--- config.mk ---
export PLATFORM = sky130hd
export DESIGN_NAME = trps_core
export DESIGN_NICKNAME = d
export VERILOG_FILES = /design/src/hdl/trps_pkg.sv /design/src/hdl/trps_core.sv
export VERILOG_INCLUDE_DIRS = /design/src /design/src/hdl
export SDC_FILE = /design/constraint.sdc
export NUM_CORES = 1
export LEC_CHECK = 0
export BUFFER_PORTS_ARGS = -buffer_cell sky130_fd_sc_hd__buf_4
export CAP_MARGIN = 5
export CORE_MARGIN = 2
export CORE_UTILIZATION = 47
export DETAILED_ROUTE_END_ITERATION = 8
export PLACE_DENSITY = 0.82
export SLEW_MARGIN = 20
export SYNTH_ARGS = -nofsm -noshare
export SYNTH_HDL_FRONTEND = slang
export SYNTH_SLANG_ARGS = --single-unit
--- constraint.sdc ---
create_clock -name mclk_i -period 1.6 [get_ports mclk_i]
set_clock_uncertainty 0.05 [all_clocks]
set_input_delay 0.32 -clock mclk_i [delete_from_list [all_inputs] [get_ports mclk_i]]
set_output_delay 0.32 -clock mclk_i [all_outputs]
set_load 0.02 [all_outputs]
--- src/hdl/trps_map.svh ---
// Constants for the transceiver reset, power-down and status block.
// Assumes a 100 MHz mclk_i and a 32-bit AXI4-Lite register bus.
`ifndef TRPS_MAP_SVH
`define TRPS_MAP_SVH

// register byte offsets
`define TRPS_CTRL_OFF     12'h000
`define TRPS_STAT_OFF     12'h004
`define TRPS_IRQ_STAT_OFF 12'h008
`define TRPS_IRQ_EN_OFF   12'h00C
`define TRPS_IRQ_CLR_OFF  12'h010
`define TRPS_RCFG_OFF     12'h014

// ctrl fields
`define TRPS_CTRL_PLLRST  0
`define TRPS_CTRL_PWRDN   1
`define TRPS_CTRL_RST     32'h0000_0000

// status fields
`define TRPS_ST_LOCK      0
`define TRPS_ST_LTD       1
`define TRPS_ST_BUSY      2
`define TRPS_ST_PWRDN     3

// event fields, same layout in status, enable and clear
`define TRPS_EV_LOCK_UP   0
`define TRPS_EV_LOCK_DN   1
`define TRPS_EV_LTD_UP    2
`define TRPS_EV_BUSY_DN   3
`define TRPS_EV_W         4

// reconfiguration command fields
`define TRPS_RCFG_CHAN    0
`define TRPS_RCFG_ANALOG  1

// timing counts, in mclk_i cycles
`define TRPS_LOCK_CYC     16'd64
`define TRPS_LTD_CYC      16'd32
`define TRPS_OFFC_CYC     16'd128
`define TRPS_RCFG_CYC     16'd48

`endif

--- src/hdl/trps_pkg.sv ---
// Types for the transceiver reset, power-down and status block.
// Assumes trps_map.svh holds all numeric constants.
package trps_pkg;

    // reconfiguration controller states, gray along the usual path
    typedef enum logic [1:0] {
        TRPS_RC_FIRST = 2'b00,
        TRPS_RC_OFFC  = 2'b01,
        TRPS_RC_IDLE  = 2'b11,
        TRPS_RC_RCFG  = 2'b10
    } trps_rc_type;

    // receiver cdr lock mode
    typedef enum logic {
        TRPS_LTR = 1'b0,
        TRPS_LTD = 1'b1
    } trps_cdr_type;

endpackage : trps_pkg

--- src/hdl/trps_core.sv ---
// Reset, power-down and status logic of one non-bonded transceiver block.
// Assumes software or user logic sequences channel resets from the status;
// the pll and cdr are modelled by lock timers on the single mclk_i.
`timescale 1ns/10ps
`include "trps_map.svh"

//
// Behaviour
// [RQ1] each channel sources its high and low speed clocks independently
// [RQ2] each channel's phase fifo keeps its own pointers and control
// [RQ3] integrator may prefer bonded mode for low channel skew
// [RQ4] channel clocks come primarily from an adjacent multipurpose pll
// [RQ5] user reset logic asserts pll reset during reset sequence
// [RQ6] reconfiguration controller, not user, drives pll reset after reconfig
// [RQ7] block power-down powers down pcs and pma of every channel
// [RQ8] power-down is one block-wide signal, independent of other resets
// [RQ9] pll lock output high when transmit pll locked to reference
// [RQ10] lock-mode status high in lock-to-data, low in lock-to-reference
// [RQ11] busy low first reconfig cycle, asserted from the second
// [RQ12] busy held during offset cancellation; drop means cancellation done
// [RQ13] busy also held for whole analog or channel reconfiguration
// [RQ14] user releases transmit pcs reset only after pll lock
// [RQ15] user waits five parallel clocks after lock before rx pma release
// [RQ16] user waits lock-to-data time after lock mode before rx pcs release
// [RQ17] user synchronises status signals before deciding resets
// [RQ18] user holds channel resets during power-down, restarts afterwards
module trps_core
    import trps_pkg::*;
#(
    parameter int unsigned N_CHAN = 4
) (
    input  wire logic              mclk_i,
    input  wire logic              sys_rst_i,
    // axi4-lite slave
    input  wire logic [11:0]       s_axi_awaddr_i,
    input  wire logic              s_axi_awvalid_i,
    output logic                   s_axi_awready_o,
    input  wire logic [31:0]       s_axi_wdata_i,
    input  wire logic [3:0]        s_axi_wstrb_i,
    input  wire logic              s_axi_wvalid_i,
    output logic                   s_axi_wready_o,
    output logic [1:0]             s_axi_bresp_o,
    output logic                   s_axi_bvalid_o,
    input  wire logic              s_axi_bready_i,
    input  wire logic [11:0]       s_axi_araddr_i,
    input  wire logic              s_axi_arvalid_i,
    output logic                   s_axi_arready_o,
    output logic [31:0]            s_axi_rdata_o,
    output logic [1:0]             s_axi_rresp_o,
    output logic                   s_axi_rvalid_o,
    input  wire logic              s_axi_rready_i,
    // pll reset from reconfiguration controller (pin, asynchronous)
    input  wire logic              pll_rcfg_rst_i,
    // per channel power and status
    output logic [N_CHAN-1:0]      chan_pcs_pwr_o,
    output logic [N_CHAN-1:0]      chan_pma_pwr_o,
    output logic [N_CHAN-1:0]      chan_clk_src_o,
    output logic                   pll_lock_o,
    output logic                   rx_lock_mode_o,
    output logic                   rcfg_busy_o,
    output logic                   irq_o
);

    // elaboration refuses channel counts the block cannot serve
    if (N_CHAN < 1 || N_CHAN > 4) begin : g_bad_chan
        $error("trps_core: N_CHAN must be 1 to 4");
    end

    // ******************************************************************
    // pin synchroniser
    // ******************************************************************
    logic pllrst_meta;
    logic pllrst_sync;

    // first stage read only by the second
    always_ff @(posedge mclk_i) begin
        pllrst_meta <= pll_rcfg_rst_i;
        pllrst_sync <= pllrst_meta;
    end

    // ******************************************************************
    // register bus slave
    // ******************************************************************
    logic [31:0]           ctrl;
    logic [`TRPS_EV_W-1:0] irq_stat;
    logic [`TRPS_EV_W-1:0] irq_en;
    logic [11:0]           aw_addr;
    logic                  aw_held;
    logic [31:0]           w_data;
    logic [3:0]            w_strb;
    logic                  w_held;

    wire wr_go   = aw_held && w_held && !s_axi_bvalid_o;
    wire rd_go   = s_axi_arvalid_i && !s_axi_rvalid_o;
    wire wr_ctrl = wr_go && aw_addr == `TRPS_CTRL_OFF;
    wire wr_en   = wr_go && aw_addr == `TRPS_IRQ_EN_OFF;
    wire wr_clr  = wr_go && aw_addr == `TRPS_IRQ_CLR_OFF;
    wire wr_rcfg = wr_go && aw_addr == `TRPS_RCFG_OFF;
    wire wr_ok   = wr_ctrl || wr_en || wr_clr || wr_rcfg;

    assign s_axi_awready_o = !aw_held;
    assign s_axi_wready_o  = !w_held;
    assign s_axi_arready_o = !s_axi_rvalid_o;

    // address and data accepted in either order, response after both
    always_ff @(posedge mclk_i) begin
        if (sys_rst_i) begin
            aw_held <= 1'b0;
            w_held  <= 1'b0;
            aw_addr <= 12'h000;
            w_data  <= 32'h0000_0000;
            w_strb  <= 4'h0;
        end else begin
            if (s_axi_awvalid_i && !aw_held) begin
                aw_held <= 1'b1;
                aw_addr <= {s_axi_awaddr_i[11:2], 2'b00};
            end else if (wr_go) begin
                aw_held <= 1'b0;
            end
            if (s_axi_wvalid_i && !w_held) begin
                w_held <= 1'b1;
                w_data <= s_axi_wdata_i;
                w_strb <= s_axi_wstrb_i;
            end else if (wr_go) begin
                w_held <= 1'b0;
            end
        end
    end

    // write response, slverr on unmapped or read-only offsets
    always_ff @(posedge mclk_i) begin
        if (sys_rst_i) begin
            s_axi_bvalid_o <= 1'b0;
            s_axi_bresp_o  <= 2'b00;
        end else if (wr_go) begin
            s_axi_bvalid_o <= 1'b1;
            s_axi_bresp_o  <= wr_ok ? 2'b00 : 2'b10;
        end else if (s_axi_bready_i) begin
            s_axi_bvalid_o <= 1'b0;
        end
    end

    // byte-masked control write; only the low byte holds fields
    always_ff @(posedge mclk_i) begin
        if (sys_rst_i) begin
            ctrl   <= `TRPS_CTRL_RST;
            irq_en <= '0;
        end else begin
            if (wr_ctrl && w_strb[0])
                ctrl[1:0] <= w_data[1:0];
            if (wr_en && w_strb[0])
                irq_en <= w_data[`TRPS_EV_W-1:0];
        end
    end

    // ******************************************************************
    // power-down and pll reset
    // ******************************************************************
    wire pwrdn   = ctrl[`TRPS_CTRL_PWRDN];           // RQ8
    // user reset or controller reset, either holds the pll
    wire pll_rst = ctrl[`TRPS_CTRL_PLLRST] || pllrst_sync; // RQ5 RQ6

    // power-down ignores both pll reset sources
    assign chan_pcs_pwr_o = {N_CHAN{!pwrdn}};        // RQ7 RQ8
    assign chan_pma_pwr_o = {N_CHAN{!pwrdn}};        // RQ7
    // each channel has its own clock select, fixed to adjacent pll 0
    genvar gi;
    generate
        for (gi = 0; gi < N_CHAN; gi++) begin : g_chan
            assign chan_clk_src_o[gi] = 1'b0;        // RQ1 RQ2 RQ4
        end
    endgenerate

    // ******************************************************************
    // pll lock and cdr lock mode
    // ******************************************************************
    logic [15:0]  lock_cnt;
    logic [15:0]  ltd_cnt;
    trps_cdr_type cdr_mode;

    // lock after a fixed settle time out of reset
    always_ff @(posedge mclk_i) begin
        if (sys_rst_i || pll_rst || pwrdn) begin
            lock_cnt   <= 16'd0;
            pll_lock_o <= 1'b0;
        end else if (lock_cnt != `TRPS_LOCK_CYC) begin
            lock_cnt <= lock_cnt + 16'd1;
        end else begin
            pll_lock_o <= 1'b1;                      // RQ9
        end
    end

    // cdr stays lock-to-reference until pll locked for a while;
    // cleared on the same edge as lock so it never outlives it
    always_ff @(posedge mclk_i) begin
        if (sys_rst_i || pll_rst || pwrdn || !pll_lock_o) begin
            ltd_cnt  <= 16'd0;
            cdr_mode <= TRPS_LTR;
        end else if (ltd_cnt != `TRPS_LTD_CYC) begin
            ltd_cnt <= ltd_cnt + 16'd1;
        end else begin
            cdr_mode <= TRPS_LTD;
        end
    end
    assign rx_lock_mode_o = (cdr_mode == TRPS_LTD);  // RQ10

    // ******************************************************************
    // reconfiguration controller busy
    // ******************************************************************
    trps_rc_type rc_state;
    trps_rc_type next_rc_state;
    logic [15:0] rc_cnt;

    wire rc_done = (rc_state == TRPS_RC_OFFC)
                 ? (rc_cnt == `TRPS_OFFC_CYC - 16'd1)
                 : (rc_cnt == `TRPS_RCFG_CYC - 16'd1);
    wire rc_req  = wr_rcfg && w_strb[0] &&
                   (w_data[`TRPS_RCFG_CHAN] || w_data[`TRPS_RCFG_ANALOG]);

    // first cycle idle-low, then offset cancellation, then serve requests
    always_comb begin
        next_rc_state = rc_state;
        unique case (rc_state)
            TRPS_RC_FIRST: next_rc_state = TRPS_RC_OFFC;      // RQ11
            TRPS_RC_OFFC:  if (rc_done) next_rc_state = TRPS_RC_IDLE;
            TRPS_RC_IDLE:  if (rc_req) next_rc_state = TRPS_RC_RCFG;
            TRPS_RC_RCFG:  if (rc_done) next_rc_state = TRPS_RC_IDLE;
        endcase
    end

    always_ff @(posedge mclk_i) begin
        if (sys_rst_i) begin
            rc_state <= TRPS_RC_FIRST;
            rc_cnt   <= 16'd0;
        end else begin
            rc_state <= next_rc_state;
            rc_cnt   <= (next_rc_state != rc_state) ? 16'd0
                                                    : rc_cnt + 16'd1;
        end
    end

    // busy covers cancellation and every reconfiguration
    assign rcfg_busy_o = (rc_state == TRPS_RC_OFFC) ||
                         (rc_state == TRPS_RC_RCFG);  // RQ12 RQ13

    // ******************************************************************
    // events and interrupt
    // ******************************************************************
    logic lock_q;
    logic ltd_q;
    logic busy_q;
    wire [`TRPS_EV_W-1:0] ev = {busy_q && !rcfg_busy_o,
                                !ltd_q && rx_lock_mode_o,
                                lock_q && !pll_lock_o,
                                !lock_q && pll_lock_o};

    // set wins over a clear in the same cycle
    always_ff @(posedge mclk_i) begin
        if (sys_rst_i) begin
            lock_q   <= 1'b0;
            ltd_q    <= 1'b0;
            busy_q   <= 1'b0;
            irq_stat <= '0;
        end else begin
            lock_q   <= pll_lock_o;
            ltd_q    <= rx_lock_mode_o;
            busy_q   <= rcfg_busy_o;
            irq_stat <= (irq_stat & ~(wr_clr && w_strb[0]
                         ? w_data[`TRPS_EV_W-1:0] : '0)) | ev;
        end
    end
    assign irq_o = |(irq_stat & irq_en);

    // ******************************************************************
    // read path
    // ******************************************************************
    wire [31:0] stat_word = {28'h0, pwrdn, rcfg_busy_o,
                             rx_lock_mode_o, pll_lock_o};
    wire [11:0] ra = {s_axi_araddr_i[11:2], 2'b00};
    wire        rd_hit = ra == `TRPS_CTRL_OFF || ra == `TRPS_STAT_OFF ||
                         ra == `TRPS_IRQ_STAT_OFF || ra == `TRPS_IRQ_EN_OFF ||
                         ra == `TRPS_IRQ_CLR_OFF || ra == `TRPS_RCFG_OFF;
    wire [31:0] rd_word =
        ra == `TRPS_CTRL_OFF     ? ctrl :
        ra == `TRPS_STAT_OFF     ? stat_word :
        ra == `TRPS_IRQ_STAT_OFF ? {28'h0, irq_stat} :
        ra == `TRPS_IRQ_EN_OFF   ? {28'h0, irq_en} : 32'h0000_0000;

    always_ff @(posedge mclk_i) begin
        if (sys_rst_i) begin
            s_axi_rvalid_o <= 1'b0;
            s_axi_rdata_o  <= 32'h0000_0000;
            s_axi_rresp_o  <= 2'b00;
        end else if (rd_go) begin
            s_axi_rvalid_o <= 1'b1;
            s_axi_rdata_o  <= rd_word;
            s_axi_rresp_o  <= rd_hit ? 2'b00 : 2'b10;
        end else if (s_axi_rready_i) begin
            s_axi_rvalid_o <= 1'b0;
        end
    end

endmodule : trps_core

# Yosys cells after proc, flatten, opt, wreduce, memory -nomap -nowiden
# Cells that the tools add are included.
# word_totals
regBits	122
latchBits	0
mem_bits_rw	0
rom_bits	0
input_bits	68
memories	0
# classes
addsub	3
multipliers	0
div_mod_pow	0
magnitude_cmp	0
n_eq_ne	16
shift	0
muxes	18
bitwise	4
reduce_logical	51
# op_table
cell	count
$add A16 B1 Y16 const B	3
$eq A10 B3 Y1 const B	4
$eq A10 B2 Y1 const B	3
$logic_not A12 Y1	2
$mux W4	5
$logic_and A1 B1 Y1	18
$eq A16 B6 Y1 const B	1
$eq A16 B7 Y1 const B	1
$ne A16 B6 Y1 const B	1
$ne A16 B7 Y1 const B	1
$logic_or A1 B1 Y1	14
$eq A10 B1 Y1 const B	1
$logic_not A1 Y1	9
$and A4 B4 Y4	2
$mux W1	8
$mux W2	4
$reduce_bool A2 Y1	4
$pmux W2 S3	1
$eq A2 B2 Y1 const B	2
$not A4 Y4	1
$or A4 B4 Y4	1
$reduce_or A2 Y1	2
$reduce_or A4 Y1	1
$eq A2 B1 Y1 const B	1
other kinds (2)	2

# Depth between registers and ports, before layout
# Gate-level depths: netlist of run 1.
# depth
depth_word	9
ltp_mapped	8
mapped_depth_nobuf	7

# Worst setup path before layout of run 1
# Ideal clock, no wire load.
# synth_timing
path_type	reg2reg
start	register rc_state[0]
end	register rc_cnt[12]
setup_time_ns	0.115
t_arrival_ns	1.736
required_time_ns	1.435
path_slack_ns	-0.300
stages_incl_launch_ff	9
path_buffers	1
cell_sequence	dfxtp_1 > inv_1 > ha_1 > inv_1 > a21oi_1 > o311a_1 > nand3_2 > buf_4 > nor2_1
# synth_via
elab_chain_cells	6
word_cells_on_any_way	11
# synth_rtl
item	line_no	rtl
from (decl)	trps_core.sv:210	trps_rc_type rc_state;
from (signal assigned)	trps_core.sv:236	rc_state <= next_rc_state;
$eq A2 B1 Y1	trps_core.sv:214, trps_core.sv:223	
$mux W1	trps_core.sv:214	wire rc_done = (rc_state == TRPS_RC_OFFC)
$mux W2	trps_core.sv:225, trps_core.sv:227	
$pmux W2 S3	trps_core.sv:223	unique case (rc_state)
$ne A2 B2 Y1 *	trps_core.sv:237	rc_cnt <= (next_rc_state != rc_state) ? 16'd0
$reduce_or A2 Y1 (no line) *	--	
to (signal assigned)	trps_core.sv:237	
to (decl)	trps_core.sv:212	logic [15:0] rc_cnt;
# Every way passes the cells marked *; elsewhere a longest branch is shown, timed or not.
# A chain may end at the register's enable or synchronous reset.

# Worst setup path in the final report of run 1
# layout_timing
start	register rc_state[0]
end	register rc_cnt[7]
# The elaborated chain is that of the path after synthesis.

==> out/metrics.csv, run 1 <==
metric;value;unit
Tmin final;1.70;ns
Synth Flop Type;dfxtp_1;
Multi-input gate area;2320;um2
Hold Crit Class;in2reg;
first-pass GRT wire length;15000;um
Fill cells;691;
post-synth cell types;46;
Crit-path slowest cell;dfxtp_4;
status;finished, violations left;
clk slew on worst S/H paths;0.10;ns
pre-CTS setup slack;-0.0345;ns
Max Freq;0.588;GHz
ANT cells;0;
Syn. warnings;0;
# DRC;0;
Die H;99.9;um
Worst setup SP type;register;
unrepaired setup endpoints after global routing;true;
via count;3635;
Buf+Inv Stages, Crit Path;2;
vias per cell;5.19;
post-synthesis sequential area ratio;42.6;%
CTS Sinks;92;
htree depth;3;
PortBufs;55;
grt ovf;0;
Total Wirelength;9450;um
Initial Util;49.0;%
initial antenna violation count;0;
Total Power;4.75;mW
die area;9970;um2
final net count;663;
GRT Resource Usage Total;18.3;%
Final WS setup;-0.101;ns
Core Area;8810;um2
Leakage Power;2.19;nW
max_cap viols;0;
first-pass detailed-route iteration total;4;
HPWL Detailed;6320;um
GP Congestion;0.790;
layout cell share with drive strength beyond 1;26.9;%
synthesized area;4320;um2
Synth-to-Final Area Change;25.0;%
row cnt;34;
TritonCTS buffer count;9;
worst slew pin tran;0.583;ns
critical path arrival;1.93;ns
crit share post-route;106;%
Ports;125;
failing checks;negative setup slack;
CP Cell Sequence;buf_6 > ha_4 > nor3_4 > o21ai_1 > or3_4 > nand3_4 > clkbuf_16 > nor2_2;
crit path kind;reg2reg;
setup violators final;19;
largest net degree at the start of global routing;41;
synthesized area per cell;8.59;um2
vias in the first global route;3461;
CTS tree;yes;
Rel. slew slack;61.1;%
Cell Pwr Density;880;nW/um2
asr flop ratio synth;0;%
Max clock buf depth;2;
maximum VDD drop;394;uV
DRT iter0 DRCs;131;
Synth Register Bits;92;
Setup crit end kind;register;
EDFF count, synth;0;
Cells after Synth;503;
Register Area;1860;um2
CP max FO;8;
final hold viol count;0;
width of the die;99.9;um
CP max stage delay;0.37;ns
post-route ant nets;0;
Worst Path Required;1.83;ns
Crit path max-delay family;simple AND/OR/NAND/NOR gates;
drt wl/cell;13.5;um
fin. max-slew vios;0;
Skew-Pair Late Insertion Delay;0.37;ns
clock root buffer master;clkbuf_8;
[worst paths after layout]
kind                    endpoint      startpoint  cells past startpoint  slack (ns)
setup / recovery       rc_cnt[7]     rc_state[0]                      8       -0.10
hold / removal    s_axi_rvalid_o  s_axi_rready_i                      2        0.07
setup reg to reg       rc_cnt[7]     rc_state[0]                      8       -0.10
hold reg to reg      pllrst_sync     pllrst_meta                      0        0.33
[sequential cells by signal (all words and copies together), names as in the netlist, 2 cells and up]
name and flops:
ltd_cnt 16, ctrl 2, irq_stat 4, aw_addr 10, lock_cnt 16, irq_en 4
rc_cnt 16, rc_state 2, w_data 4, s_axi_rdata_o 4
[cell usage in the layout (no fill, tap or decap), types with 2 or more instances in the layout]
cell type and instances:
nor4_1 4, and4_1 4, and2_4 2, mux2i_1 9, bufinv_16 2, buf_4 89
or3_1 3, mux2_2 3, clkbuf_16 2, dfxtp_2 6, a21oi_1 29, a22o_1 2
xnor2_1 10, nand4_1 13, o21ai_1 2, clkbuf_8 9, dfxtp_4 2, conb_1 34
a22oi_1 2, dfxtp_1 84, xor2_1 31, buf_12 2, inv_1 16, ha_4 3
nand2_1 50, nor2_4 2, buf_6 3, o21ai_0 6, nand3_1 20, and2_1 2
nor2b_1 7, nand2b_1 2, a311oi_1 5, and3_1 9, nor2_2 12, nor3_1 9
a211oi_1 3, ha_1 4, nor2_1 61
[layout make-up]
cell class                 instances  area share [%]
clock inverter                     6            1.72
tap                              108            2.50
multi-input combinational        370            42.9
sequential                        92            34.4
inverter                          18            1.30
clock buffer                      10            2.76
timing repair buffer              96            14.4
[what timing repair did]
action / CTS / global route
hold buffers: 1 / 0
setup buffers: 3 / 3
endpoints found under the setup margin: 25 / 34
pin swaps: 1 / 9
gates resized for setup: 5 / 42
cloned: 0 / 1
endpoints found under the hold margin: 1 / 0
[stage by stage]
step,TNS (ns),std cells,area (um2),utilization [%],hold WS [ns]
6_report,-1.50,700,5400,61.3,0.0731
5_1_grt,-3.19,700,5400,61.3,0.0708
4_1_cts,-0.970,696,5200,59.1,0.0580
3_5_place_dp,-0.502,676,4910,55.7,0.301
3_3_place_gp,-0.145,676,4910,55.7,0.301
2_1_floorplan,-0.457,536,4490,-,0.260
[routing by layer]
layer	up-vias	track usage, %	part of all wire, %	routed length (um)
li1	1791	-	-	-
met1	1721	20.5	41	3850
met2	104	33.8	52	4950
met3	19	3.34	4.5	421
met4	0	8.32	2.4	224
met5	-	0	0	0
[kinds of logic (layout without fill, tap and decap cells)]
| kind of cell | Yosys count | count (layout) | synth area share (%) |
|---|---|---|---|
| AND/OR/NAND/NOR | 219 | 219 | 24.5 |
| AO/OA/AOI/OAI | 54 | 54 | 7.39 |
| buffers and inverters | 74 | 130 | 10.7 |
| adder cells (fa/ha/maj) | 8 | 8 | 2.32 |
| XOR/XNOR | 41 | 41 | 8.31 |
| multiplexers | 14 | 14 | 4.00 |
| flip-flops | 92 | 92 | 42.6 |
| other | 1 | 34 | 0.0868 |
[cells in the mapped netlist (all sizes together) (3+ instances only)]
cell | n | share of area, %
nor4 | 6 | 0.87
nand2 | 50 | 4.3
and3 | 10 | 1.4
nand3 | 22 | 2.7
buf | 46 | 8.3
mux2i | 9 | 2.1
a21oi | 29 | 3.4
xor2 | 31 | 6.3
nor2b | 7 | 1.0
and4 | 5 | 1.0
and2 | 4 | 0.58
o21ai | 9 | 1.0
xnor2 | 10 | 2.0
nand4 | 13 | 1.9
a311oi | 5 | 1.0
nor3 | 11 | 1.3
mux2 | 3 | 0.78
nor2 | 75 | 6.5
dfxtp | 92 | 43
a211oi | 3 | 0.52
ha | 8 | 2.3
inv | 18 | 1.6
or3 | 4 | 0.58
clkbuf | 10 | 0.87
[power breakdown]
| group | internal [mW] | leakage [nW] | switching (mW) |
|---|---|---|---|
| Sequential | 2.34 | 0.751 | 0.0467 |
| Clock | 0.988 | 0.120 | 0.871 |
| Combinational | 0.226 | 1.32 | 0.282 |
| Total | 3.55 | 2.19 | 1.20 |
No activity file was read; power rests on OpenSTA's default activity.
==> run 2, diff against run 1 <==
==> constraint.sdc (replaced) <==
create_clock -name mclk_i -period 1.6 [get_ports mclk_i]
set_clock_uncertainty 0.05 [all_clocks]
set_input_delay 0.32 -clock mclk_i [delete_from_list [all_inputs] [get_ports mclk_i]]
set_output_delay 0.32 -clock mclk_i [all_outputs]
set_load 0.1 [all_outputs]
==> out/metrics.csv, run 2 (same netlist as run 1, synthesis figures left out) <==
metric;value;unit
status;finished, violations left;
failing checks;negative setup slack;
r2r setup slk;-0.18;ns
critical path arrival;1.43;ns
Worst Reg2Reg Path Length in Cells;9;
r2r startpoint;rc_state[0];
Tmin final;1.80;ns
GRT Resource Usage Total;19.4;%
final net count;679;
Seq pwr share;49.0;%
TritonCTS buffer count;9;
most frequent cells in the layout;buf_4 (91), dfxtp_1 (80), nor2_1 (64);
final core occ;63.6;%
initial antenna violation count;0;
row cnt;34;
Rel. slew slack;59.1;%
worst slew pin tran;0.613;ns
HPWL Detailed;6570;um
crit share post-route;112;%
Synth-to-Final Area Change;29.8;%
layout cell share with drive strength beyond 1;30.3;%
maximum VDD drop;489;uV
Initial Util;49.0;%
switching pwr;1.50;mW
max_cap viols;0;
Worst setup SP type;register;
unrepaired setup endpoints after global routing;true;
Ports;125;
width of the die;99.9;um
Max clock buf depth;2;
Hold Crit Class;in2reg;
via count;3748;
Hold Path Stages;2;
Final WS setup;-0.196;ns
clk slew on worst S/H paths;0.08;ns
largest net degree at the start of global routing;41;
Core Area;8810;um2
Setup crit end kind;output pin;
Max Freq;0.557;GHz
ANT cells;0;
sw frac;30.7;%
Combinational Power Share;18.4;%
Die H;99.9;um
CP max FO;5;
final hold viol count;0;
htree depth;3;
worst r2r dst;rc_cnt[1];
Power Internal;3.38;mW
# DRC;0;
setup violators final;25;
vias per cell;5.24;
Skew-Pair Late Insertion Delay;0.36;ns
Cell Pwr Density;870;nW/um2
drt wl/cell;13.8;um
grt ovf;0;
pre-CTS setup slack;-0.237;ns
clock root buffer master;clkbuf_8;
post-route ant nets;0;
PortBufs;55;
Worst Path Required;1.23;ns
fin. max-slew vios;0;
CTS tree;yes;
vias in the first global route;3567;
top flop regs;lock_cnt x16, ltd_cnt x16, rc_cnt x16;
die area;9970;um2
Total Wirelength;9870;um
Total Power;4.87;mW
DRT iter0 DRCs;123;
hold path endpoint;s_axi_rvalid_o;
first-pass detailed-route iteration total;4;
first-pass GRT wire length;15700;um
commonest non-fill, non-tap cell in the layout;buf_4;
Clock Power Share;32.6;%
CTS Sinks;92;
Leakage Power;2.28;nW
min-delay src;s_axi_rready_i;
crit path kind;reg2out;
Fill cells;703;
GP Congestion;0.813;
==> run 2: cell count changes in the layout (fill, tap and decap cells not counted), moves of 3 or more <==
cell / before / now
dfxtp_1: 84 / 80
buf_12: 2 / 9
nor2_1: 61 / 64
dfxtp_2: 6 / 9
buf_6: 3 / 10
inv_1: 16 / 12
==> run 2: critical path, cell delays in order, from the launching register on <==
cell and delay, ns:
dfxtp_2 0.34, inv_2 0.04, buf_6 0.11, ha_4 0.30
buf_6 0.11, buf_12 0.16
==> run 2: per-layer routing <==
metal	up-vias	part of all wire (%)	global-route usage (%)
li1	1835	-	-
met1	1779	41	21.7
met2	116	52	36.0
met3	18	4.6	2.99
met4	0	2.1	9.06
met5	-	0	0
==> run 2: layout make-up <==
cell class	count	area (um2)	share of cell area [%]
clock buffers	11	153	2.72
clock inverters	4	48.8	0.871
inverters	18	81.3	1.45
multi-input cells	371	2340	41.7
flip-flops and latches	92	1860	33.3
well taps	108	135	2.41
repair buffers	111	986	17.6
==> run 2: through the flow <==
stage                     cell area (um2)  hold slack [ns]  TNS [ns]  instances
after floorplan                      4530            0.260     -2.12        536
after global placement               4970            0.305     -2.41        685
after detailed placement             4970            0.305     -3.85        685
after CTS                            5400          0.00301     -2.68        710
after global routing                 5600            0.101     -4.10        715
final                                5600            0.105     -2.94        715
==> run 2: how the worst max path moves through the flow <==
| stage | start | to | slack, ns | cells past startpoint |
|---|---|---|---|---|
| final | rc_state[1] | rcfg_busy_o | -0.20 | 5 |
| after global routing | rc_state[1] | rcfg_busy_o | -0.23 | 5 |
| after CTS | rc_state[1] | rcfg_busy_o | -0.17 | 5 |
| after detailed placement | rc_state[1] | rc_cnt[13] | -0.24 | 7 |
| after global placement | rc_state[1] | rc_cnt[2] | -0.15 | 7 |
| after floorplan | rc_state[0] | rc_cnt[14] | -0.13 | 7 |
==> run 2: repair_timing <==
item,in CTS,in global routing
hold buffers,0,1
pin swaps,10,15
setup buffers,9,4
endpoints found under the hold margin,0,1
cloned,1,0
gates resized for setup,32,43
setup endpoints to repair,31,45
==> run 2: power by group through the flow <==
stage	combinational (mW)	sequential [mW]	clock [mW]
floorplan	0.657	2.47	0
global placement	0.796	2.43	0
detailed placement	0.808	2.43	0
CTS	0.846	2.38	1.60
global route	0.937	2.39	1.70
finish	0.896	2.39	1.59
